--- src/shared/dci_pkg.sv ---
// constants shared by the debug command interpreter
package dci_pkg;
    localparam logic [7:0] CMD_REV      = 8'h00;
    localparam logic [7:0] CMD_WCNT     = 8'h01;
    localparam logic [7:0] CMD_RSTAT    = 8'h02;
    localparam logic [7:0] CMD_RCNT     = 8'h03;
    localparam logic [7:0] CMD_WCTL     = 8'h04;
    localparam logic [7:0] CMD_RCTL     = 8'h05;
    localparam logic [7:0] CMD_WPC      = 8'h06;
    localparam logic [7:0] CMD_RPC      = 8'h07;
    localparam logic [7:0] CMD_WREG     = 8'h08;
    localparam logic [7:0] CMD_RREG     = 8'h09;
    localparam logic [7:0] CMD_WPROG    = 8'h0A;
    localparam logic [7:0] CMD_RPROG    = 8'h0B;
    localparam logic [7:0] CMD_WDATA    = 8'h0C;
    localparam logic [7:0] CMD_RDATA    = 8'h0D;
    localparam logic [7:0] CMD_CRC      = 8'h0E;
    localparam logic [7:0] CMD_STEP     = 8'h10;
    localparam logic [7:0] CMD_STUFF    = 8'h11;
    localparam logic [7:0] CMD_EXEC     = 8'h12;
    localparam logic [7:0] CMD_BAUD     = 8'h1B;

    localparam logic [15:0] ALL_ONES16  = 16'hFFFF;
    localparam logic [7:0]  ALL_ONES8   = 8'hFF;
    localparam logic [16:0] SIZE8_ZERO  = 17'h00100;
    localparam logic [16:0] SIZE16_ZERO = 17'h10000;
    localparam logic [15:0] CRC_SEED    = 16'hFFFF;
    // reflected form of x^16+x^12+x^5+1, lsb shifted first
    localparam logic [15:0] CRC_POLY_R  = 16'h8408;

    localparam int CTL_HALT_BIT = 7;
    localparam int STS_IDLE_BIT = 7;
    localparam int STS_HALT_BIT = 6;
    localparam int STS_RP_BIT   = 5;

    // memory space selector on the access port
    localparam logic [1:0] SPACE_REG  = 2'h0;
    localparam logic [1:0] SPACE_PROG = 2'h1;
    localparam logic [1:0] SPACE_DATA = 2'h2;

    typedef enum logic [3:0] {
        ST_IDLE  = 4'h0,
        ST_ARG   = 4'h1,
        ST_DO    = 4'h2,
        ST_WDAT  = 4'h3,
        ST_RDAT  = 4'h4,
        ST_MEM   = 4'h5,
        ST_SEND  = 4'h6,
        ST_CRC   = 4'h7,
        ST_CRCQ  = 4'h8,
        ST_EXEC  = 4'h9
    } dci_state_type;
endpackage : dci_pkg

--- src/logic/dci_crc16.sv ---
// byte-wide crc engine, lsb of each byte first
module dci_crc16 (
    input  wire logic        clock,
    input  wire logic        arst_n,
    input  wire logic        init,
    input  wire logic        byte_valid,
    input  wire logic [7:0]  byte_data,
    output logic      [15:0] crc
);
    logic [15:0] crc_ff;
    logic [15:0] nxt_crc;

    function automatic logic [15:0] crc_step(input logic [15:0] c,
                                             input logic [7:0]  d);
        logic [15:0] r;
        r = c;
        for (int i = 0; i < 8; i++) begin
            if (r[0] ^ d[i]) begin
                r = (r >> 1) ^ dci_pkg::CRC_POLY_R;
            end else begin
                r = r >> 1;
            end
        end
        return r;
    endfunction : crc_step

    assign nxt_crc = init ? dci_pkg::CRC_SEED : crc_step(crc_ff, byte_data);
    assign crc     = crc_ff;

    always_ff @(posedge clock or negedge arst_n) begin
        if (!arst_n) begin
            crc_ff <= dci_pkg::CRC_SEED;
        end else if (init || byte_valid) begin
            crc_ff <= nxt_crc;
        end
    end
endmodule : dci_crc16

--- src/logic/dci_interp.sv ---
// debug command interpreter: byte commands in, replies and cpu/memory actions out
module dci_interp #(
    parameter logic [15:0] REVISION_ID = 16'h0100, // arbitrary value
    parameter logic [11:0] PERIPH_BASE = 12'hF00,
    parameter int          PROG_SIZE   = 16384
) (
    input  wire logic        clock,
    input  wire logic        arst_n,
    input  wire logic        link_break,
    input  wire logic        rx_valid,
    input  wire logic [7:0]  rx_data,
    output logic             rx_ready,
    output logic             tx_valid,
    output logic      [7:0]  tx_data,
    input  wire logic        tx_ready,
    input  wire logic        read_protect_option,
    input  wire logic        flash_unlocked,
    input  wire logic        cpu_idle,
    input  wire logic        cpu_halt_mode,
    input  wire logic        hw_halt_set,
    input  wire logic [15:0] baud_reload,
    input  wire logic [15:0] debug_down_counter,
    output logic             cntr_load,
    output logic      [15:0] cntr_wdata,
    input  wire logic [15:0] program_counter,
    output logic             pc_load,
    output logic      [15:0] pc_wdata,
    output logic             debug_halt_bit,
    output logic      [7:0]  debugger_control_reg,
    output logic             cpu_step,
    output logic             cpu_stuff,
    output logic      [7:0]  stuff_opcode,
    input  wire logic [2:0]  exec_len,
    output logic             exec_valid,
    output logic             exec_first,
    output logic      [7:0]  exec_byte,
    output logic             mem_req,
    output logic             mem_we,
    output logic      [1:0]  mem_space,
    output logic      [15:0] mem_addr,
    output logic      [7:0]  mem_wdata,
    input  wire logic        mem_ack,
    input  wire logic [7:0]  mem_rdata
);
    if (PROG_SIZE < 1 || PROG_SIZE > 65536) begin : g_bad_size
        $error("PROG_SIZE must be 1..65536");
    end

    dci_pkg::dci_state_type state_ff;
    dci_pkg::dci_state_type nxt_state;
    logic [7:0]  cmd_ff;
    logic [31:0] hdr_ff;
    logic [2:0]  argn_ff;
    logic [15:0] addr_ff;
    logic [16:0] cnt_ff;
    logic [15:0] resp_ff;
    logic [1:0]  nresp_ff;
    logic [7:0]  ctl_ff;
    logic [7:0]  wdat_ff;
    logic        we_ff;
    logic [1:0]  space_ff;
    logic [2:0]  xrem_ff;
    logic        xfirst_ff;
    logic        cntr_load_ff;
    logic        pc_load_ff;
    logic        step_ff;
    logic        stuff_ff;

    logic        rx_take;
    logic        tx_take;
    logic        in_dbg;
    logic        rp;
    logic [2:0]  arg_count;
    logic        periph;
    logic        access_ok;
    logic        cpu_ok;
    logic [7:0]  status_byte;
    logic [16:0] size8;
    logic [16:0] size16;
    logic        crc_init;
    logic        crc_feed;
    logic [15:0] crc_val;

    assign in_dbg   = ctl_ff[dci_pkg::CTL_HALT_BIT];
    assign rp       = read_protect_option;
    assign cpu_ok   = in_dbg && !rp;
    assign rx_ready = (state_ff == dci_pkg::ST_IDLE) || (state_ff == dci_pkg::ST_ARG)
                    || (state_ff == dci_pkg::ST_WDAT) || (state_ff == dci_pkg::ST_EXEC);
    assign rx_take  = rx_valid && rx_ready;
    assign tx_valid = (state_ff == dci_pkg::ST_SEND);
    assign tx_data  = resp_ff[15:8];
    assign tx_take  = tx_valid && tx_ready;
    assign mem_req  = (state_ff == dci_pkg::ST_MEM);

    // header bytes per command; 12h is sized by the opcode instead
    assign arg_count = (rx_data == dci_pkg::CMD_WCNT)  ? 3'd2 :
                       (rx_data == dci_pkg::CMD_WCTL)  ? 3'd1 :
                       (rx_data == dci_pkg::CMD_WPC)   ? 3'd2 :
                       (rx_data == dci_pkg::CMD_WREG)  ? 3'd3 :
                       (rx_data == dci_pkg::CMD_RREG)  ? 3'd3 :
                       (rx_data == dci_pkg::CMD_STUFF) ? 3'd1 :
                       (rx_data >= dci_pkg::CMD_WPROG
                        && rx_data <= dci_pkg::CMD_RDATA) ? 3'd4 : 3'd0;

    assign periph = (addr_ff[11:0] >= PERIPH_BASE);
    // per-command gate on memory traffic
    assign access_ok =
        (cmd_ff == dci_pkg::CMD_WREG)  ? in_dbg && (!rp || periph) :
        (cmd_ff == dci_pkg::CMD_RREG)  ? in_dbg && (!rp || periph) :
        (cmd_ff == dci_pkg::CMD_WPROG) ? cpu_ok && flash_unlocked :
        (cmd_ff == dci_pkg::CMD_RPROG) ? cpu_ok :
        (cmd_ff == dci_pkg::CMD_WDATA) ? cpu_ok :
        (cmd_ff == dci_pkg::CMD_RDATA) ? in_dbg : 1'b0;

    assign status_byte = {in_dbg | cpu_idle, cpu_halt_mode, rp, 5'h00};
    assign size8  = (hdr_ff[7:0] == 8'h00) ? dci_pkg::SIZE8_ZERO
                                           : {9'h000, hdr_ff[7:0]};
    assign size16 = (hdr_ff[15:0] == 16'h0000) ? dci_pkg::SIZE16_ZERO
                                               : {1'b0, hdr_ff[15:0]};
    assign crc_init = (state_ff == dci_pkg::ST_DO) && (cmd_ff == dci_pkg::CMD_CRC);
    assign crc_feed = mem_req && mem_ack && (cmd_ff == dci_pkg::CMD_CRC);

    dci_crc16 u_crc (
        .clock      (clock),
        .arst_n     (arst_n),
        .init       (crc_init),
        .byte_valid (crc_feed),
        .byte_data  (mem_rdata),
        .crc        (crc_val)
    );

    always_comb begin
        nxt_state = state_ff;
        case (state_ff)
            dci_pkg::ST_IDLE: begin
                if (rx_take) begin
                    if (rx_data == dci_pkg::CMD_EXEC) begin
                        nxt_state = dci_pkg::ST_EXEC;
                    end else if (arg_count == 3'd0) begin
                        nxt_state = dci_pkg::ST_DO;
                    end else begin
                        nxt_state = dci_pkg::ST_ARG;
                    end
                end
            end
            dci_pkg::ST_ARG: begin
                if (rx_take && argn_ff == 3'd1) begin
                    nxt_state = dci_pkg::ST_DO;
                end
            end
            dci_pkg::ST_DO: begin
                case (cmd_ff)
                    dci_pkg::CMD_REV, dci_pkg::CMD_RSTAT, dci_pkg::CMD_RCNT,
                    dci_pkg::CMD_RCTL, dci_pkg::CMD_RPC, dci_pkg::CMD_BAUD: begin
                        nxt_state = dci_pkg::ST_SEND;
                    end
                    dci_pkg::CMD_WREG, dci_pkg::CMD_WPROG,
                    dci_pkg::CMD_WDATA: begin
                        nxt_state = dci_pkg::ST_WDAT;
                    end
                    dci_pkg::CMD_RREG, dci_pkg::CMD_RPROG,
                    dci_pkg::CMD_RDATA: begin
                        nxt_state = dci_pkg::ST_RDAT;
                    end
                    dci_pkg::CMD_CRC: begin
                        nxt_state = in_dbg ? dci_pkg::ST_CRC : dci_pkg::ST_SEND;
                    end
                    default: begin
                        nxt_state = dci_pkg::ST_IDLE;
                    end
                endcase
            end
            dci_pkg::ST_WDAT: begin
                if (rx_take) begin
                    if (access_ok) begin
                        nxt_state = dci_pkg::ST_MEM;
                    end else if (cnt_ff == 17'd1) begin
                        nxt_state = dci_pkg::ST_IDLE;
                    end
                end
            end
            dci_pkg::ST_RDAT: begin
                nxt_state = access_ok ? dci_pkg::ST_MEM : dci_pkg::ST_SEND;
            end
            dci_pkg::ST_MEM: begin
                if (mem_ack) begin
                    if (cmd_ff == dci_pkg::CMD_CRC) begin
                        nxt_state = (cnt_ff == 17'd1) ? dci_pkg::ST_CRCQ : dci_pkg::ST_CRC;
                    end else if (we_ff) begin
                        nxt_state = (cnt_ff == 17'd0) ? dci_pkg::ST_IDLE
                                                      : dci_pkg::ST_WDAT;
                    end else begin
                        nxt_state = dci_pkg::ST_SEND;
                    end
                end
            end
            dci_pkg::ST_SEND: begin
                if (tx_take && nresp_ff == 2'd1) begin
                    nxt_state = (cnt_ff == 17'd0) ? dci_pkg::ST_IDLE
                                                  : dci_pkg::ST_RDAT;
                end
            end
            dci_pkg::ST_CRC: begin
                nxt_state = dci_pkg::ST_MEM;
            end
            dci_pkg::ST_CRCQ: begin
                nxt_state = dci_pkg::ST_SEND;
            end
            dci_pkg::ST_EXEC: begin
                if (rx_take && !xfirst_ff && xrem_ff == 3'd1) begin
                    nxt_state = dci_pkg::ST_IDLE;
                end else if (rx_take && xfirst_ff && exec_len <= 3'd1) begin
                    nxt_state = dci_pkg::ST_IDLE;
                end
            end
            default: begin
                nxt_state = dci_pkg::ST_IDLE;
            end
        endcase
    end

    always_ff @(posedge clock or negedge arst_n) begin
        if (!arst_n) begin
            state_ff <= dci_pkg::ST_IDLE;
        end else if (link_break) begin
            state_ff <= dci_pkg::ST_IDLE;
        end else begin
            state_ff <= nxt_state;
        end
    end

    // command byte and header shift
    always_ff @(posedge clock or negedge arst_n) begin
        if (!arst_n) begin
            cmd_ff  <= 8'h00;
            hdr_ff  <= 32'h0000_0000;
            argn_ff <= 3'd0;
        end else if (rx_take && state_ff == dci_pkg::ST_IDLE) begin
            cmd_ff  <= rx_data;
            argn_ff <= arg_count;
        end else if (rx_take && state_ff == dci_pkg::ST_ARG) begin
            hdr_ff  <= {hdr_ff[23:0], rx_data};   // high bytes first
            argn_ff <= argn_ff - 3'd1;
        end
    end

    // control register; hardware halt request wins over a host write
    always_ff @(posedge clock or negedge arst_n) begin
        if (!arst_n) begin
            ctl_ff <= 8'h00;
        end else begin
            if (state_ff == dci_pkg::ST_DO && cmd_ff == dci_pkg::CMD_WCTL) begin
                ctl_ff <= hdr_ff[7:0];
            end
            if (hw_halt_set) begin
                ctl_ff[dci_pkg::CTL_HALT_BIT] <= 1'b1;
            end
        end
    end

    // addressing, counting and reply buffer
    always_ff @(posedge clock or negedge arst_n) begin
        if (!arst_n) begin
            addr_ff  <= 16'h0000;
            cnt_ff   <= 17'd0;
            resp_ff  <= 16'h0000;
            nresp_ff <= 2'd0;
            wdat_ff  <= 8'h00;
            we_ff    <= 1'b0;
            space_ff <= dci_pkg::SPACE_REG;
        end else if (link_break) begin
            cnt_ff   <= 17'd0;
            nresp_ff <= 2'd0;
        end else begin
            case (state_ff)
                dci_pkg::ST_DO: begin
                    nresp_ff <= 2'd2;
                    cnt_ff   <= 17'd0;
                    we_ff    <= 1'b0;
                    space_ff <= (cmd_ff <= dci_pkg::CMD_RREG) ? dci_pkg::SPACE_REG :
                                (cmd_ff <= dci_pkg::CMD_RPROG) ? dci_pkg::SPACE_PROG :
                                (cmd_ff == dci_pkg::CMD_CRC) ? dci_pkg::SPACE_PROG :
                                dci_pkg::SPACE_DATA;
                    case (cmd_ff)
                        dci_pkg::CMD_REV: begin
                            resp_ff <= REVISION_ID;
                        end
                        dci_pkg::CMD_RSTAT: begin
                            resp_ff  <= {status_byte, 8'h00};
                            nresp_ff <= 2'd1;
                        end
                        dci_pkg::CMD_RCNT: begin
                            resp_ff <= in_dbg ? ~debug_down_counter
                                              : dci_pkg::ALL_ONES16;
                        end
                        dci_pkg::CMD_RCTL: begin
                            resp_ff  <= {ctl_ff, 8'h00};
                            nresp_ff <= 2'd1;
                        end
                        dci_pkg::CMD_RPC: begin
                            resp_ff <= cpu_ok ? program_counter
                                              : dci_pkg::ALL_ONES16;
                        end
                        dci_pkg::CMD_BAUD: begin
                            resp_ff <= baud_reload;
                        end
                        dci_pkg::CMD_CRC: begin
                            resp_ff <= dci_pkg::ALL_ONES16;
                            addr_ff <= 16'h0000;
                            cnt_ff  <= 17'(PROG_SIZE);
                        end
                        dci_pkg::CMD_WREG, dci_pkg::CMD_RREG: begin
                            addr_ff <= {4'h0, hdr_ff[19:8]};
                            cnt_ff  <= size8;
                        end
                        default: begin
                            addr_ff <= hdr_ff[31:16];
                            cnt_ff  <= size16;
                        end
                    endcase
                end
                dci_pkg::ST_WDAT: begin
                    if (rx_take) begin
                        wdat_ff <= rx_data;
                        we_ff   <= 1'b1;
                        cnt_ff  <= cnt_ff - 17'd1;
                        if (!access_ok) begin
                            addr_ff <= addr_ff + 16'd1;
                        end
                    end
                end
                dci_pkg::ST_RDAT: begin
                    cnt_ff   <= cnt_ff - 17'd1;
                    nresp_ff <= 2'd1;
                    we_ff    <= 1'b0;
                    resp_ff  <= {dci_pkg::ALL_ONES8, 8'h00};
                    if (!access_ok) begin
                        addr_ff <= addr_ff + 16'd1;
                    end
                end
                dci_pkg::ST_MEM: begin
                    if (mem_ack) begin
                        addr_ff <= addr_ff + 16'd1;
                        if (cmd_ff == dci_pkg::CMD_CRC) begin
                            cnt_ff <= cnt_ff - 17'd1;
                        end else if (!we_ff) begin
                            resp_ff <= {mem_rdata, 8'h00};
                        end
                    end
                end
                dci_pkg::ST_CRCQ: begin
                    resp_ff  <= ~crc_val;
                    nresp_ff <= 2'd2;
                end
                dci_pkg::ST_SEND: begin
                    if (tx_take) begin
                        resp_ff  <= {resp_ff[7:0], 8'h00};
                        nresp_ff <= nresp_ff - 2'd1;
                    end
                end
                default: begin
                    nresp_ff <= nresp_ff;
                end
            endcase
        end
    end

    // single-cycle strobes to the counter and the cpu
    always_ff @(posedge clock or negedge arst_n) begin
        if (!arst_n) begin
            cntr_load_ff <= 1'b0;
            pc_load_ff   <= 1'b0;
            step_ff      <= 1'b0;
            stuff_ff     <= 1'b0;
        end else begin
            cntr_load_ff <= (state_ff == dci_pkg::ST_DO) && (cmd_ff == dci_pkg::CMD_WCNT)
                          && in_dbg;
            pc_load_ff   <= (state_ff == dci_pkg::ST_DO) && (cmd_ff == dci_pkg::CMD_WPC)
                          && cpu_ok;
            step_ff      <= (state_ff == dci_pkg::ST_DO) && (cmd_ff == dci_pkg::CMD_STEP)
                          && cpu_ok;
            stuff_ff     <= (state_ff == dci_pkg::ST_DO) && (cmd_ff == dci_pkg::CMD_STUFF)
                          && cpu_ok;
        end
    end

    // instruction bytes forwarded; length comes from the cpu opcode decoder
    always_ff @(posedge clock or negedge arst_n) begin
        if (!arst_n) begin
            xrem_ff   <= 3'd0;
            xfirst_ff <= 1'b1;
        end else if (state_ff != dci_pkg::ST_EXEC) begin
            xfirst_ff <= 1'b1;
        end else if (rx_take) begin
            xfirst_ff <= 1'b0;
            xrem_ff   <= xfirst_ff ? exec_len - 3'd1 : xrem_ff - 3'd1;
        end
    end

    assign exec_valid           = (state_ff == dci_pkg::ST_EXEC) && rx_take && cpu_ok;
    assign exec_first           = xfirst_ff;
    assign exec_byte            = rx_data;
    assign cntr_load            = cntr_load_ff;
    assign cntr_wdata           = hdr_ff[15:0];
    assign pc_load              = pc_load_ff;
    assign pc_wdata             = hdr_ff[15:0];
    assign cpu_step             = step_ff;
    assign cpu_stuff            = stuff_ff;
    assign stuff_opcode         = hdr_ff[7:0];
    assign debug_halt_bit       = ctl_ff[dci_pkg::CTL_HALT_BIT];
    assign debugger_control_reg = ctl_ff;
    assign mem_we               = we_ff;
    assign mem_space            = space_ff;
    assign mem_addr             = addr_ff;
    assign mem_wdata            = wdat_ff;
endmodule : dci_interp

--- config.mk ---
export PLATFORM = sky130hd
export DESIGN_NAME = dci_interp
export DESIGN_NICKNAME = d
export VERILOG_FILES = /design/src/shared/dci_pkg.sv /design/src/logic/dci_crc16.sv /design/src/logic/dci_interp.sv
export SDC_FILE = /design/constraint.sdc
export NUM_CORES = 1
export LEC_CHECK = 0
export ABC_CLOCK_PERIOD_IN_PS = 3900
export BUFFER_PORTS_ARGS = -buffer_cell sky130_fd_sc_hd__buf_2
export CAP_MARGIN = 20
export CORE_MARGIN = 2
export CORE_UTILIZATION = 55
export DETAILED_ROUTE_END_ITERATION = 8
export HOLD_SLACK_MARGIN = 0.06
export MAX_ROUTING_LAYER = met4
export PLACE_DENSITY = 0.89
export SETUP_SLACK_MARGIN = 0.2
export SYNTH_ARGS = -nofsm -noshare
export SYNTH_HDL_FRONTEND = slang
export SYNTH_SLANG_ARGS = --single-unit
--- constraint.sdc ---
create_clock -name clock -period 3.9 [get_ports clock]
set_input_delay 0.195 -clock clock [delete_from_list [all_inputs] [get_ports clock]]
set_output_delay 0.195 -clock clock [all_outputs]
set_load 0.02 [all_outputs]
==> impl_results.md <==
- Synthesis-stage register bit count: about 140
- Min cycle time layout: 3.058 ns
- CTS Buffer Depth: 2
- Period utilization: 78.42%
- Pwr/cell area: between 500 and 600 mW/mm²
- CP Class: reg -> reg
- Max-slew violation count: 0
- Fin cells: around 1400
- Post-synth ARST share: between 90% and 100%
- Total Routing Usage GR: between 30% and 40%
- Slew @ Worst Pin: about 1.1 ns
- Peak VDD IR: 0.3795 mV
- Clock-pin slew on the worst setup and hold paths: ~0.060 ns
- IO Port Bufs: 178
- Avg Synthesized Cell Area: between 8 and 9 µm²
- Largest net degree at the start of global routing: 87
- Status: complete, no violations
- H-tree levels: 4
- Remaining Overflow, GRT: 0
- Mapped Nets: approximately 1100
- Routed vias: 8662
- RSZ-0062 raised after global routing: false
- Fin util: around 63%
- DRC Markers: 0
- DP HPWL: about 18000 µm
- Fmax: ~330 MHz
- I/O pin total: 179
- Post-synth EDFFs: 0
- FP Rows: 47
- LEAKAGE: between 0.004 and 0.005 µW
- Vias in the first global route: slightly below 8000
- Critical Path AT: about 3.3 ns
- Vias per cell: 6.393
- Syn Inst Count: a little over 1000
- Cell variety after synth: slightly below 80
- Number of max-cap violations: 0
- Ant. Diodes: 0
- TritonCTS Sinks: ~140
- Ys Warns: 0
- Startpoint Class: flip-flop
- Die Ht: between 100 and 150 µm
- Synthesized cell area: slightly above 0.009 mm²
- Avg WL per Cell: roughly 19 µm
- Die width: ~130 µm
- Overall power: ~5300 µW
- Clk root buf: clkbuf_16
- Final setup viols: 0
- First-pass GRT wire length: around 42000 µm
- CTS tree: yes
- Worst Setup End Kind: flip-flop
- Worst Hold Class: in -> reg
- Max reg flops: 32
- GP Congestion: around 0.94
- Worst clock skew: 0.007448 ns
- Ys flop type: dfrtp_1
- NumNets Final: between 1000 and 1500
- Crit path required time: 4.16 ns
- Top Registers: hdr_ff (32), cnt_ff (17)
- Clk_lat worst skew: about 0.43 ns
- Reg with most FFs: hdr_ff
- Die ar.: around 0.018 mm²
- Initial antenna violation count: 0
- Post-CTS Setup Inserts: 0
- Final hold vios: 0
- Max_slew headroom: between 20% and 30%
- Setup TNS: 0 ns
- Post-Route WL: between 20000 and 30000 µm
- Layout fillers: approximately 1300
- DRT Pass-1 Iters: 6
- Core area: approximately 0.016 mm²
- CTS buffer count: 17
- Sequential fraction of the synthesis area: roughly 39%
- ANT nets after route: 0
- Inst Count DP: between 1000 and 1500
- Area grow syn2layout: 12.70%
- Worst-path maximum fanout: 34
- Layout cell share with drive strength beyond 1: between 20 and 30%
- Initial Util: approximately 56%
- Detailed router's first-iteration violation count: 1311
==> timing repair <==
item | 4_1_cts | 5_1_grt
hold endpoints to repair | 68 | 0
endpoints found under the setup margin | 0 | 0
hold buffers | 2 | 0
resized for setup | 0 | 0
==> worst max-delay path, cell delays in order, from the launching register on <==
cell and delay, ns:
dfrtp_1 0.96, nor2b_1 0.56, nand2_1 0.24, a31oi_1 0.20, a2111o_1 0.68, o21ai_0 0.23
==> report_power, final <==
| group | total (µW) | switching [µW] | internal (µW) | leakage [µW] |
|---|---|---|---|---|
| sequential | 1970 | 301 | 1670 | 0.00182 |
| combinational | 1610 | 998 | 614 | 0.00271 |
| clock | 1680 | 654 | 1030 | 0.000290 |
| total | 5260 | 1950 | 3310 | 0.00481 |
==> kinds of logic after synthesis <==
group	after synthesis	share of synthesized area, %
compound gates	315	22.93
xor+xnor	33	3.164
fa+ha+maj	10	1.370
buf+inv	157	9.507
flops	141	38.86
mux	53	6.411
simple gates	328	17.75
==> placed cells by master, fill, tap and decap left out, drive strengths merged, types with 11 or more instances in the layout <==
cell and instances:
buf 189, clkbuf 19, o211ai 22, a21oi 86
nor2 70, a31oi 19, nor3 41, nor4 12
a221oi 18, o22a 14, dfstp 17, xnor2 21
a211oi 11, xor2 12, o22ai 15, o21ai 57
nand2 112, mux2 44, dfrtp 124, nand3 24
inv 35
==> cells in the mapped netlist (13+ instances only) <==
master / instances / share of area [%]
buf_4: 62 / 5.1
inv_1: 32 / 1.3
clkbuf_1: 41 / 1.7
a221oi_1: 18 / 1.7
nor3_1: 40 / 2.2
o21ai_0: 55 / 3.0
o22a_1: 14 / 1.3
nand3_1: 23 / 1.3
nor2_1: 69 / 2.8
o22ai_1: 15 / 1.0
nand2_1: 112 / 4.6
buf_2: 13 / 0.71
xnor2_1: 21 / 2.0
a31oi_1: 19 / 1.3
o211ai_1: 22 / 1.8
a21oi_1: 85 / 4.7
dfrtp_1: 124 / 34
mux2_2: 44 / 5.4
dfstp_2: 17 / 4.9
==> layout make-up <==
cell class              count  area, µm²  area share (%)
flip-flops and latches    141       3550           34.48
clock buffers              19      442.9           4.303
clock inverters            12      162.7           1.580
repair buffers            191       1020           9.906
well taps                 220      275.3           2.674
multi-input cells         739       4720           45.85
inverters                  33      123.9           1.203
==> through the flow <==
| stage | hold WS [ns] | area [µm²] | setup slack, ns |
|---|---|---|---|
| after global placement | 0.3139 | 9641 | 1.020 |
| after floorplan | -0.1006 | 9134 | 1.608 |
| after detailed placement | 0.3158 | 9641 | 0.9254 |
| after CTS | 0.07724 | 10270 | 0.9146 |
| final | 0.08498 | 10290 | 0.8416 |
| after global routing | 0.1364 | 10290 | 0.5785 |
==> final timing paths <==
| kind | from | to | slack, ns | depth (start not counted) |
|---|---|---|---|---|
| setup / recovery | state_ff[0] | resp_ff[12] | 0.84 | 5 |
| min in group asynchronous | arst_n | resp_ff[0] | 0.42 | 2 |
| max in group asynchronous | arst_n | mem_space[1] | 2.58 | 3 |
| setup reg to reg | state_ff[0] | resp_ff[12] | 0.84 | 5 |
| hold reg to reg | resp_ff[11] | resp_ff[11] | 0.48 | 2 |
| hold / removal | exec_len[0] | xrem_ff[0] | 0.08 | 4 |
==> layer usage <==
layer	track usage (%)	vias up	routed length, µm
li1	-	3898	-
met1	42.60	4110	11000
met2	44.39	588	11640
met3	5.594	66	2693
met4	10.51	0	732
met5	-	-	0
(Power assumes the default switching activity.)
